File: src/acv_pkg.sv
`default_nettype none
package acv_pkg;
    // register map, byte addresses on the bus
    localparam int unsigned ADDR_W        = 8;
    localparam logic [7:0]  ADDR_CTRL     = 8'h70;
    localparam logic [7:0]  ADDR_RESULT   = 8'h74;
    localparam logic [7:0]  ADDR_IRQ_STAT = 8'h78;
    localparam logic [7:0]  ADDR_SEL      = 8'h7C;
    localparam logic [7:0]  ADDR_IRQ_MASK = 8'h80;

    // converter_input_ref_select layout
    typedef struct packed {
        logic [1:0] reference_select;
        logic       left_align_result;
        logic [4:0] input_select;
    } acv_sel_t;
    localparam acv_sel_t SEL_RESET = 8'h00;

    // converter_control_status layout
    typedef struct packed {
        logic [2:0] rsvd;
        logic       int_enable;
        logic       conversion_done_flag;
        logic       free_run;
        logic       conversion_start_bit;
        logic       converter_enable;
    } acv_ctrl_t;

    // interrupt status and mask layout
    typedef struct packed {
        logic sleep_start;
        logic done;
    } acv_irq_t;

    // analog routing decoded from input_select
    typedef struct packed {
        logic       single;
        logic       diff;
        logic       bandgap;
        logic       ground;
        logic [2:0] pos;
        logic [2:0] neg;
    } acv_route_t;

    // reference codes
    localparam logic [1:0] REF_EXT    = 2'h0;
    localparam logic [1:0] REF_SUPPLY = 2'h1;
    localparam logic [1:0] REF_INT    = 2'h3;

    // input-select codes
    localparam logic [4:0] MUX_SE_LAST    = 5'h07;
    localparam logic [4:0] MUX_DIFF_FIRST = 5'h10;
    localparam logic [4:0] MUX_DIFF_LAST  = 5'h1D;
    localparam logic [4:0] MUX_BANDGAP    = 5'h1E;
    localparam logic [4:0] MUX_GROUND     = 5'h1F;
    localparam logic [2:0] NEG_LOW_PAIR   = 3'h1;
    localparam logic [2:0] NEG_HIGH_PAIR  = 3'h2;

    // converter clock counts
    localparam logic [4:0] NORMAL_TICKS  = 5'h0D;
    localparam logic [4:0] FIRST_TICKS   = 5'h19;
    localparam logic [4:0] NORMAL_SAMPLE = 5'h01;
    localparam logic [4:0] FIRST_SAMPLE  = 5'h0D;

    // result codes and limits
    localparam int         SE_MAX        = 1023;
    localparam int         DIFF_MAX      = 511;
    localparam int         DIFF_MIN      = -512;
    localparam logic [9:0] CODE_ZERO     = 10'h000;
    localparam logic [9:0] CODE_FULL     = 10'h3FF;
    localparam logic [9:0] CODE_POS_FULL = 10'h1FF;
    localparam logic [9:0] CODE_NEG_FULL = 10'h200;

    // sleep modes that run the noise canceler
    localparam logic [2:0] SLP_IDLE  = 3'h0;
    localparam logic [2:0] SLP_NOISE = 3'h1;

    typedef enum logic [2:0] {
        ST_IDLE = 3'b001,
        ST_PEND = 3'b010,
        ST_CONV = 3'b100
    } acv_state_t;
endpackage
`default_nettype wire

File: src/acv_res_if.sv
`timescale 1ns/10ps
`default_nettype none
interface acv_res_if #(parameter int unsigned LW = 12);
    logic signed [LW-1:0] level;
    logic                 diff;
    logic [9:0]           sat_code;
    logic [9:0]           code;
    logic                 left;
    logic [7:0]           high_byte;
    logic [7:0]           low_byte;
    modport core (output level, diff, code, left,
                  input  sat_code, high_byte, low_byte);
    modport fmt  (input  level, diff, code, left,
                  output sat_code, high_byte, low_byte);
endinterface
`default_nettype wire

File: src/acv_converter_ctrl.sv
// Function
// - free run: next conversion keeps old channel
// - over-reference single input gives full scale
// - reference field picks external, supply, internal
// - selection changes wait for conversion end
// - canceler sleep starts conversion once halted
// - completion raises interrupt request when done is unmasked
// - other sleep modes keep converter powered
// - single result is input times 1024 over reference
// - differential result saturating two's complement
// - alignment bit changes presented data immediately
// - input-select field chooses analog input
// - selection register resets to zero, read-write
// - input code map: single, pairs, bandgap, ground
// - right and left byte placement of result
//
// Our own choice: register access over AHB-Lite.
`timescale 1ns/10ps
`default_nettype none
module acv_converter_ctrl #(
    parameter int unsigned PRESCALE = 128,
    parameter int unsigned LEVEL_W  = 12
) (
    input  wire logic                      hclk,
    input  wire logic                      hresetn,
    input  wire logic                      hsel,
    input  wire logic [31:0]               haddr,
    input  wire logic [1:0]                htrans,
    input  wire logic                      hwrite,
    input  wire logic [2:0]                hsize,
    input  wire logic [31:0]               hwdata,
    input  wire logic                      hready,
    output logic                           hreadyout,
    output logic [31:0]                    hrdata,
    output logic                           hresp,
    input  wire logic signed [LEVEL_W-1:0] analog_level,
    input  wire logic                      sleep_enter,
    input  wire logic [2:0]                sleep_mode,
    input  wire logic                      cpu_halted,
    output logic                           single_ended,
    output logic                           diff_mode,
    output logic                           bandgap_sel,
    output logic                           ground_sel,
    output logic [2:0]                     pos_input,
    output logic [2:0]                     neg_input,
    output logic                           ref_ext_sel,
    output logic                           ref_supply_sel,
    output logic                           ref_int_sel,
    output logic                           sample_hold,
    output logic                           converter_power,
    output logic                           irq
);
    typedef struct packed {
        acv_pkg::acv_state_t st;
        acv_pkg::acv_sel_t   sel;
        acv_pkg::acv_ctrl_t  ctrl;
        acv_pkg::acv_irq_t   irq_stat;
        acv_pkg::acv_irq_t   irq_mask;
        logic [4:0]          act_mux;
        logic [1:0]          act_ref;
        logic                first;
        logic                nc_arm;
        logic                sh;
        logic [4:0]          cnt;
        logic [9:0]          samp;
        logic [9:0]          code;
        logic                wr_pend;
        logic [7:0]          wr_addr;
        logic [31:0]         rdata;
    } acv_regs_t;

    acv_regs_t                q;
    acv_regs_t                n;
    logic                     tick;
    logic                     accept;
    logic                     kill;
    logic [4:0]               total;
    logic [4:0]               samp_at;
    logic                     capture;
    logic                     conv_end;
    logic                     nc_mode;
    acv_pkg::acv_route_t      route;
    acv_pkg::acv_ctrl_t       wr_ctrl;
    acv_res_if #(.LW(LEVEL_W)) res();

    // routing decode of the five-bit input code
    function automatic acv_pkg::acv_route_t dec_mux(
        input logic [4:0] m
    );
        acv_pkg::acv_route_t v;
        v = '0;
        if (m <= acv_pkg::MUX_SE_LAST) begin
            v.single = 1'b1;
            v.pos    = m[2:0];
        end else if (m >= acv_pkg::MUX_DIFF_FIRST &&
                     m <= acv_pkg::MUX_DIFF_LAST) begin
            v.diff = 1'b1;
            v.pos  = m[2:0];
            v.neg  = m[3] ? acv_pkg::NEG_HIGH_PAIR
                          : acv_pkg::NEG_LOW_PAIR;
        end else if (m == acv_pkg::MUX_BANDGAP) begin
            v.bandgap = 1'b1;
        end else if (m == acv_pkg::MUX_GROUND) begin
            v.ground = 1'b1;
        end
        return v;
    endfunction

    acv_prescaler #(
        .DIV (PRESCALE)
    ) u_prescaler (
        .hclk    (hclk),
        .hresetn (hresetn),
        .run     (q.ctrl.converter_enable),
        .tick    (tick)
    );

    acv_result_fmt u_fmt (
        .r (res.fmt)
    );

    // feed the formatter from the locked routing, the live alignment bit and the result
    assign res.level = analog_level;
    assign res.diff  = route.diff;
    assign res.code  = q.code;
    assign res.left  = q.sel.left_align_result;

    // bus qualifiers and conversion timing terms
    assign accept   = hsel && htrans[1] && hready;
    assign wr_ctrl  = acv_pkg::acv_ctrl_t'(hwdata[7:0]);
    // a start written together with the enable must survive
    assign kill     = (q.wr_pend && q.wr_addr == acv_pkg::ADDR_CTRL)
                      ? !wr_ctrl.converter_enable
                      : !q.ctrl.converter_enable;
    assign total    = q.first ? acv_pkg::FIRST_TICKS
                              : acv_pkg::NORMAL_TICKS;
    assign samp_at  = q.first ? acv_pkg::FIRST_SAMPLE
                              : acv_pkg::NORMAL_SAMPLE;
    assign capture  = q.st == acv_pkg::ST_CONV && tick && !kill &&
                      (q.cnt + 5'h01) == samp_at;
    assign conv_end = q.st == acv_pkg::ST_CONV && tick && !kill &&
                      (q.cnt + 5'h01) == total;
    assign nc_mode  = sleep_mode == acv_pkg::SLP_IDLE ||
                      sleep_mode == acv_pkg::SLP_NOISE;

    // next-state of the whole block
    always_comb begin
        n = q;
        n.sh = 1'b0;
        n.wr_pend = 1'b0;
        // address phase: latch writes, answer reads
        if (accept) begin
            if (hwrite) begin
                n.wr_pend = 1'b1;
                n.wr_addr = haddr[acv_pkg::ADDR_W-1:0];
            end else begin
                case (haddr[acv_pkg::ADDR_W-1:0])
                    acv_pkg::ADDR_SEL: begin
                        n.rdata = 32'(q.sel);
                    end
                    acv_pkg::ADDR_CTRL: begin
                        n.rdata = 32'(q.ctrl);
                    end
                    acv_pkg::ADDR_RESULT: begin
                        n.rdata = 32'({res.high_byte, res.low_byte});
                    end
                    acv_pkg::ADDR_IRQ_STAT: begin
                        n.rdata = 32'(q.irq_stat);
                        n.irq_stat = '0;
                    end
                    acv_pkg::ADDR_IRQ_MASK: begin
                        n.rdata = 32'(q.irq_mask);
                    end
                    default: begin
                        n.rdata = 32'h0000_0000;
                    end
                endcase
            end
        end
        // data phase: commit the latched write
        if (q.wr_pend) begin
            case (q.wr_addr)
                acv_pkg::ADDR_SEL: begin
                    n.sel = acv_pkg::acv_sel_t'(hwdata[7:0]);
                end
                acv_pkg::ADDR_CTRL: begin
                    n.ctrl.converter_enable = wr_ctrl.converter_enable;
                    n.ctrl.free_run = wr_ctrl.free_run;
                    n.ctrl.int_enable = wr_ctrl.int_enable;
                    if (wr_ctrl.conversion_start_bit) begin
                        n.ctrl.conversion_start_bit = 1'b1;
                    end
                    if (wr_ctrl.conversion_done_flag) begin
                        n.ctrl.conversion_done_flag = 1'b0;
                    end
                end
                acv_pkg::ADDR_IRQ_MASK: begin
                    n.irq_mask = acv_pkg::acv_irq_t'(hwdata[1:0]);
                end
                default: begin
                end
            endcase
        end
        // noise canceler: arm on sleep entry, start once halted
        if (sleep_enter && nc_mode && q.ctrl.converter_enable &&
            q.st == acv_pkg::ST_IDLE &&
            !q.ctrl.conversion_start_bit &&
            !q.ctrl.free_run && q.ctrl.int_enable) begin
            n.nc_arm = 1'b1;
        end
        if (q.nc_arm && cpu_halted) begin
            n.nc_arm = 1'b0;
            n.ctrl.conversion_start_bit = 1'b1;
            n.irq_stat.sleep_start = 1'b1;
        end
        // other sleep modes leave power and state untouched
        // conversion sequencer
        if (kill) begin
            n.st = acv_pkg::ST_IDLE;
            n.ctrl.conversion_start_bit = 1'b0;
            n.first = 1'b1;
            n.nc_arm = 1'b0;
            n.cnt = 5'h00;
            n.act_mux = q.sel.input_select;
            n.act_ref = q.sel.reference_select;
        end else begin
            case (q.st)
                acv_pkg::ST_IDLE: begin
                    // selection tracks software while idle
                    n.act_mux = q.sel.input_select;
                    n.act_ref = q.sel.reference_select;
                    if (n.ctrl.conversion_start_bit) begin
                        n.st = acv_pkg::ST_PEND;
                    end
                end
                acv_pkg::ST_PEND: begin
                    // keeps tracking until the converter edge
                    n.act_mux = q.sel.input_select;
                    n.act_ref = q.sel.reference_select;
                    if (tick) begin
                        n.st = acv_pkg::ST_CONV;
                        n.cnt = 5'h00;
                    end
                end
                acv_pkg::ST_CONV: begin
                    // selection locked here until the end
                    if (tick) begin
                        n.cnt = q.cnt + 5'h01;
                    end
                    if (capture) begin
                        n.samp = res.sat_code;
                        n.sh = 1'b1;
                    end
                    if (conv_end) begin
                        n.code = q.samp;
                        n.ctrl.conversion_done_flag = 1'b1;
                        n.irq_stat.done = 1'b1;
                        n.first = 1'b0;
                        n.cnt = 5'h00;
                        n.act_mux = q.sel.input_select;
                        n.act_ref = q.sel.reference_select;
                        if (!n.ctrl.free_run) begin
                            n.st = acv_pkg::ST_IDLE;
                            n.ctrl.conversion_start_bit = 1'b0;
                        end
                        // free run restarts on the selection seen now;
                        // later writes reach only the one after
                    end
                end
                default: begin
                    n.st = acv_pkg::ST_IDLE;
                end
            endcase
        end
    end

    // state register
    always_ff @(posedge hclk or negedge hresetn) begin
        if (!hresetn) begin
            q <= '0;
            q.st <= acv_pkg::ST_IDLE;
            q.sel <= acv_pkg::SEL_RESET;
            q.first <= 1'b1;
        end else begin
            q <= n;
        end
    end

    // routing and reference outputs from the locked selection
    assign route          = dec_mux(q.act_mux);
    assign single_ended   = route.single;
    assign diff_mode      = route.diff;
    assign bandgap_sel    = route.bandgap;
    assign ground_sel     = route.ground;
    assign pos_input      = route.pos;
    assign neg_input      = route.neg;
    assign ref_ext_sel    = q.act_ref == acv_pkg::REF_EXT;
    assign ref_supply_sel = q.act_ref == acv_pkg::REF_SUPPLY;
    assign ref_int_sel    = q.act_ref == acv_pkg::REF_INT;

    // remaining outputs
    assign sample_hold     = q.sh;
    assign converter_power = q.ctrl.converter_enable;
    assign irq             = |(q.irq_stat & q.irq_mask);
    assign hreadyout       = 1'b1;
    assign hresp           = 1'b0;
    assign hrdata          = q.rdata;
endmodule
`default_nettype wire

File: src/acv_prescaler.sv
`timescale 1ns/10ps
`default_nettype none
module acv_prescaler #(
    parameter int unsigned DIV = 128
) (
    input  wire logic hclk,
    input  wire logic hresetn,
    input  wire logic run,
    output logic      tick
);
    localparam int unsigned CW = (DIV > 1) ? $clog2(DIV) : 1;

    typedef struct packed {
        logic [CW-1:0] cnt;
        logic          tick;
    } acv_ps_t;

    acv_ps_t q;
    acv_ps_t n;

    // held in reset while the converter is off
    always_comb begin
        n = q;
        n.tick = 1'b0;
        if (!run) begin
            n.cnt = '0;
        end else if (q.cnt == CW'(DIV - 1)) begin
            n.cnt  = '0;
            n.tick = 1'b1;
        end else begin
            n.cnt = q.cnt + CW'(1);
        end
    end

    always_ff @(posedge hclk or negedge hresetn) begin
        if (!hresetn) begin
            q <= '0;
        end else begin
            q <= n;
        end
    end

    assign tick = q.tick;
endmodule
`default_nettype wire

File: src/acv_result_fmt.sv
`timescale 1ns/10ps
`default_nettype none
module acv_result_fmt (
    acv_res_if.fmt r
);
    // clamp the scaled level into the code range
    always_comb begin
        if (r.diff) begin
            if (r.level > acv_pkg::DIFF_MAX) begin
                r.sat_code = acv_pkg::CODE_POS_FULL;
            end else if (r.level < acv_pkg::DIFF_MIN) begin
                r.sat_code = acv_pkg::CODE_NEG_FULL;
            end else begin
                r.sat_code = r.level[9:0];
            end
        end else begin
            if (r.level > acv_pkg::SE_MAX) begin
                r.sat_code = acv_pkg::CODE_FULL;
            end else if (r.level < 0) begin
                r.sat_code = acv_pkg::CODE_ZERO;
            end else begin
                r.sat_code = r.level[9:0];
            end
        end
    end

    // byte presentation follows the alignment bit at once
    always_comb begin
        if (r.left) begin
            {r.high_byte, r.low_byte} = {r.code, 6'h00};
        end else begin
            {r.high_byte, r.low_byte} = {6'h00, r.code};
        end
    end
endmodule
`default_nettype wire

File: config.mk
export PLATFORM = sky130hd
export DESIGN_NAME = acv_converter_ctrl
export DESIGN_NICKNAME = d
export VERILOG_FILES = /design/src/acv_pkg.sv /design/src/acv_res_if.sv /design/src/acv_converter_ctrl.sv /design/src/acv_prescaler.sv /design/src/acv_result_fmt.sv
export SDC_FILE = /design/constraint.sdc
export NUM_CORES = 1
export LEC_CHECK = 0
export ABC_AREA = 1
export BUFFER_PORTS_ARGS = -buffer_cell sky130_fd_sc_hd__buf_2
export CAP_MARGIN = 20
export CORE_AREA = 2 2 104 106
export DETAILED_ROUTE_END_ITERATION = 8
export DIE_AREA = 0 0 106 108
export PLACE_DENSITY = 0.75
export SLEW_MARGIN = 40
export SYNTH_ARGS = -nofsm -noshare
export SYNTH_HDL_FRONTEND = slang
export SYNTH_SLANG_ARGS = --single-unit
File: constraint.sdc
create_clock -name hclk -period 1.7 [get_ports hclk]
set_input_delay 0.34 -clock hclk [delete_from_list [all_inputs] [get_ports hclk]]
set_output_delay 0.34 -clock hclk [all_outputs]
set_load 0.05 [all_outputs]
==> key figures <==
STA
  – Setup slack after layout: -0.1375 ns
  – TNS Setup: -2.070 ns
  – Relative slew slack: 51.58%
  – Worst Max-Slew Pin Slew: 0.7263 ns
  – Slew Limit Fails: 0
  – Final setup viols: 30
  – Unrepaired setup endpoints after global routing: yes
  – Crit share post-route: 108.1%
  – Clk_skew: 0.01083 ns
  – Fin. Hold Viols: 0
  – Highest Clock Rate: 0.5442 GHz
  – Min Hold Slack: 0.2128 ns
  – Final min period: 1.838 ns

Clocking
  – TritonCTS clock tree: yes
  – Clock Tree Buf Depth: 2
  – Clock transition at path regs: 0.09 ns
  – Worst-Skew Late Latency: 0.36 ns
  – Root Buffer: clkbuf_8
  – Htree depth: 3
  – Clk sink count: 88
  – Inserted Clock Buffers: 9

Status
  – Run status: finished with violations
  – Failing checks: setup timing

Run
  – Max_cap viols: 0

Yosys
  – Netlist cell types: 37
  – Prevailing post-synth register cell: dfrtp_1
  – #FFs+latches synth: 88
  – Fraction of registers with async set/reset: 100.0%
  – Synth Area in Compound Gates: 12.55%
  – EDFF count, synth: 0
  – Post-Syn Area: 4707 um^2
  – Main combinational cell family by area after synthesis: simple AND/OR/NAND/NOR gates
  – Multiplexer share of the synthesized area: 0.2392%
  – Avg Cell Area, Syn: 8.060 um^2
  – Ys Warns: 0
  – Register area share after synthesis: 46.84%
  – Adder-cell area share of the yosys netlist: 0.7974%
  – Synth Area in Simple Gates: 24.61%
  – Mapped Cells: 584
  – XOR/XNOR share of the synthesized area: 0.5582%

Final layout
  – Commonest non-fill, non-tap cells in the layout: 99 x nand2_1, 86 x dfrtp_1, 79 x inv_1
  – # fillers: 851
  – Final core utilization: 59.41%
  – Final non-filler cell total: 816
  – Commonest non-fill, non-tap cell in the layout: nand2_1
  – Layout area overhead: 29.13%
  – Layout cell share with drive strength beyond 1: 34.71%
  – N_diodes: 0
  – Nets@finish: 769

GRT
  – Global-route wire length before repair: 17850 um
  – Initial antenna violation count: 0
  – Largest net degree at the start of global routing: 35
  – Vias in the first global route: 3820
  – GRT overflow: 0
  – Gr usage total: 19.27%

Drt
  – Starting DRT DRC Count: 167
  – Routed vias: 4054
  – DR pass1 iterations: 5
  – Drt total wl: 11210 um
  – WL per Instance: 13.74 um
  – DRC Markers: 0
  – Post-route ant nets: 0
  – Via density: 4.968

Pwr
  – VDD IR max: 337.8 uV
  – Power Total: 4.273 mW
  – PD cells: 703.0 nW/um^2
  – Leak Pwr: 2.998 nW

Setup path
  – Critical path arrival: 1.50 ns
  – Worst setup path class: reg2out
  – Worst setup EP type: output pin
  – Slowest stage cell, crit path: dfrtp_1
  – CP Launch Type: flip-flop
  – Crit path max-delay family: simple AND/OR/NAND/NOR gates
  – WP data required: 1.36 ns
  – CP max FO: 3
  – Most used cell, CP: nor2_4
  – Crit-path cells: nand4_1 -> nand2_2 -> inv_2 -> nor2_4 -> nor2_4 -> buf_6
  – Worst path max stage delay: 0.42 ns
  – CP Buf/Inv Count: 2

Floorplan
  – Core area: 10230 um^2
  – Die area: 11450 um^2
  – I/O Pins: 141
  – Cell Rows: 37
  – Die Height: 108 um
  – Starting Density: 46.01%
  – Die W: 106 um

Placed design
  – Placed Instances: 786
  – Port bufs: 68
  – HPWL Detailed: 7756 um
  – GPL Wtd Cong: 0.7956

Hold path
  – Hold WC Path Type: in2reg
## per-layer routing
metal,track usage [%],wire length [um]
met1,26.56,4956
met2,31.84,5624
met3,2.049,468
met4,6.955,162
met5,0,0
## cells by family after synthesis
group / Yosys count
buffers and inverters: 139
XOR/XNOR: 3
AND/OR/NAND/NOR: 246
other: 2
multiplexers: 1
AO/OA/AOI/OAI: 102
adder cells (fa/ha/maj): 3
flip-flops: 88
## state kept, by name, summed over array words and instances (netlist names)
signal,count
sample_hold,1
res.code,10
u_prescaler.tick,1
u_prescaler.q,7
hrdata,16
q,51
converter_power,1
res.left,1
## final cells by class
type,instances,area [um^2],area share [%]
multi-input combinational,374,2320,38.16
clock inverter,5,32.53,0.5352
timing repair buffer,110,864.6,14.22
inverter,92,345.3,5.681
tap,136,170.2,2.800
clock buffer,11,141.4,2.326
sequential,88,2205,36.27
## power by group
group / switching [mW] / internal [mW]
registers: 0.0552 / 2.17
logic: 0.531 / 0.215
clock network: 0.733 / 0.570
total: 1.32 / 2.95
## synth_stat cells, types with 11 or more instances
| cell | instances | area [um^2] |
|---|---|---|
| buf_4 | 35 | 262.8 |
| nand3_2 | 11 | 110.1 |
| o21ai_0 | 43 | 215.2 |
| nand3_1 | 32 | 160.2 |
| o211ai_1 | 11 | 82.58 |
| nor2_1 | 39 | 146.4 |
| o21ai_1 | 20 | 100.1 |
| inv_1 | 84 | 315.3 |
| nand2_1 | 134 | 503.0 |
| a21oi_1 | 13 | 65.06 |
| dfrtp_1 | 86 | 2152 |
## stage by stage
stage               setup slack [ns]  cell area, um^2
floorplan                    0.01334             4827
global placement            -0.03473             5241
detailed placement           -0.1079             5241
CTS                          -0.1178             5570
global route                 -0.2177             6078
finish                       -0.1375             6078
## tightest hold or removal path: stages
cell	delay [ns]
buf_2	0.09
nand2_1	0.04
o21ai_0	0.06
## timing repair
action	in CTS	in global routing
setup endpoints to repair	41	47
endpoints found under the hold margin	32	0
cloned	0	5
setup buffers	2	7
pin swaps	11	21
hold buffers	1	0
gates resized for setup	39	89
## worst paths after layout
path / startpoint / to / slack (ns) / cells after the start
worst max-delay path: q[75]$_DFFE_PN0P_ / pos_input[2] / -0.14 / 6
worst min-delay path: haddr[1] / q[33]$_DFFE_PN0P_ / 0.21 / 3
worst max register to register: q[39]$_DFFE_PN0P_ / q[53]$_DFFE_PN0P_ / -0.11 / 12
worst min register to register: hrdata[3]$_DFFE_PN0P_ / hrdata[3]$_DFFE_PN0P_ / 0.48 / 2
max in group asynchronous: hresetn / q[96]$_DFFE_PN1P_ / 0.62 / 3
min in group asynchronous: hresetn / hrdata[12]$_DFFE_PN0P_ / 0.49 / 2
No activity file was read; power rests on OpenSTA's default activity.
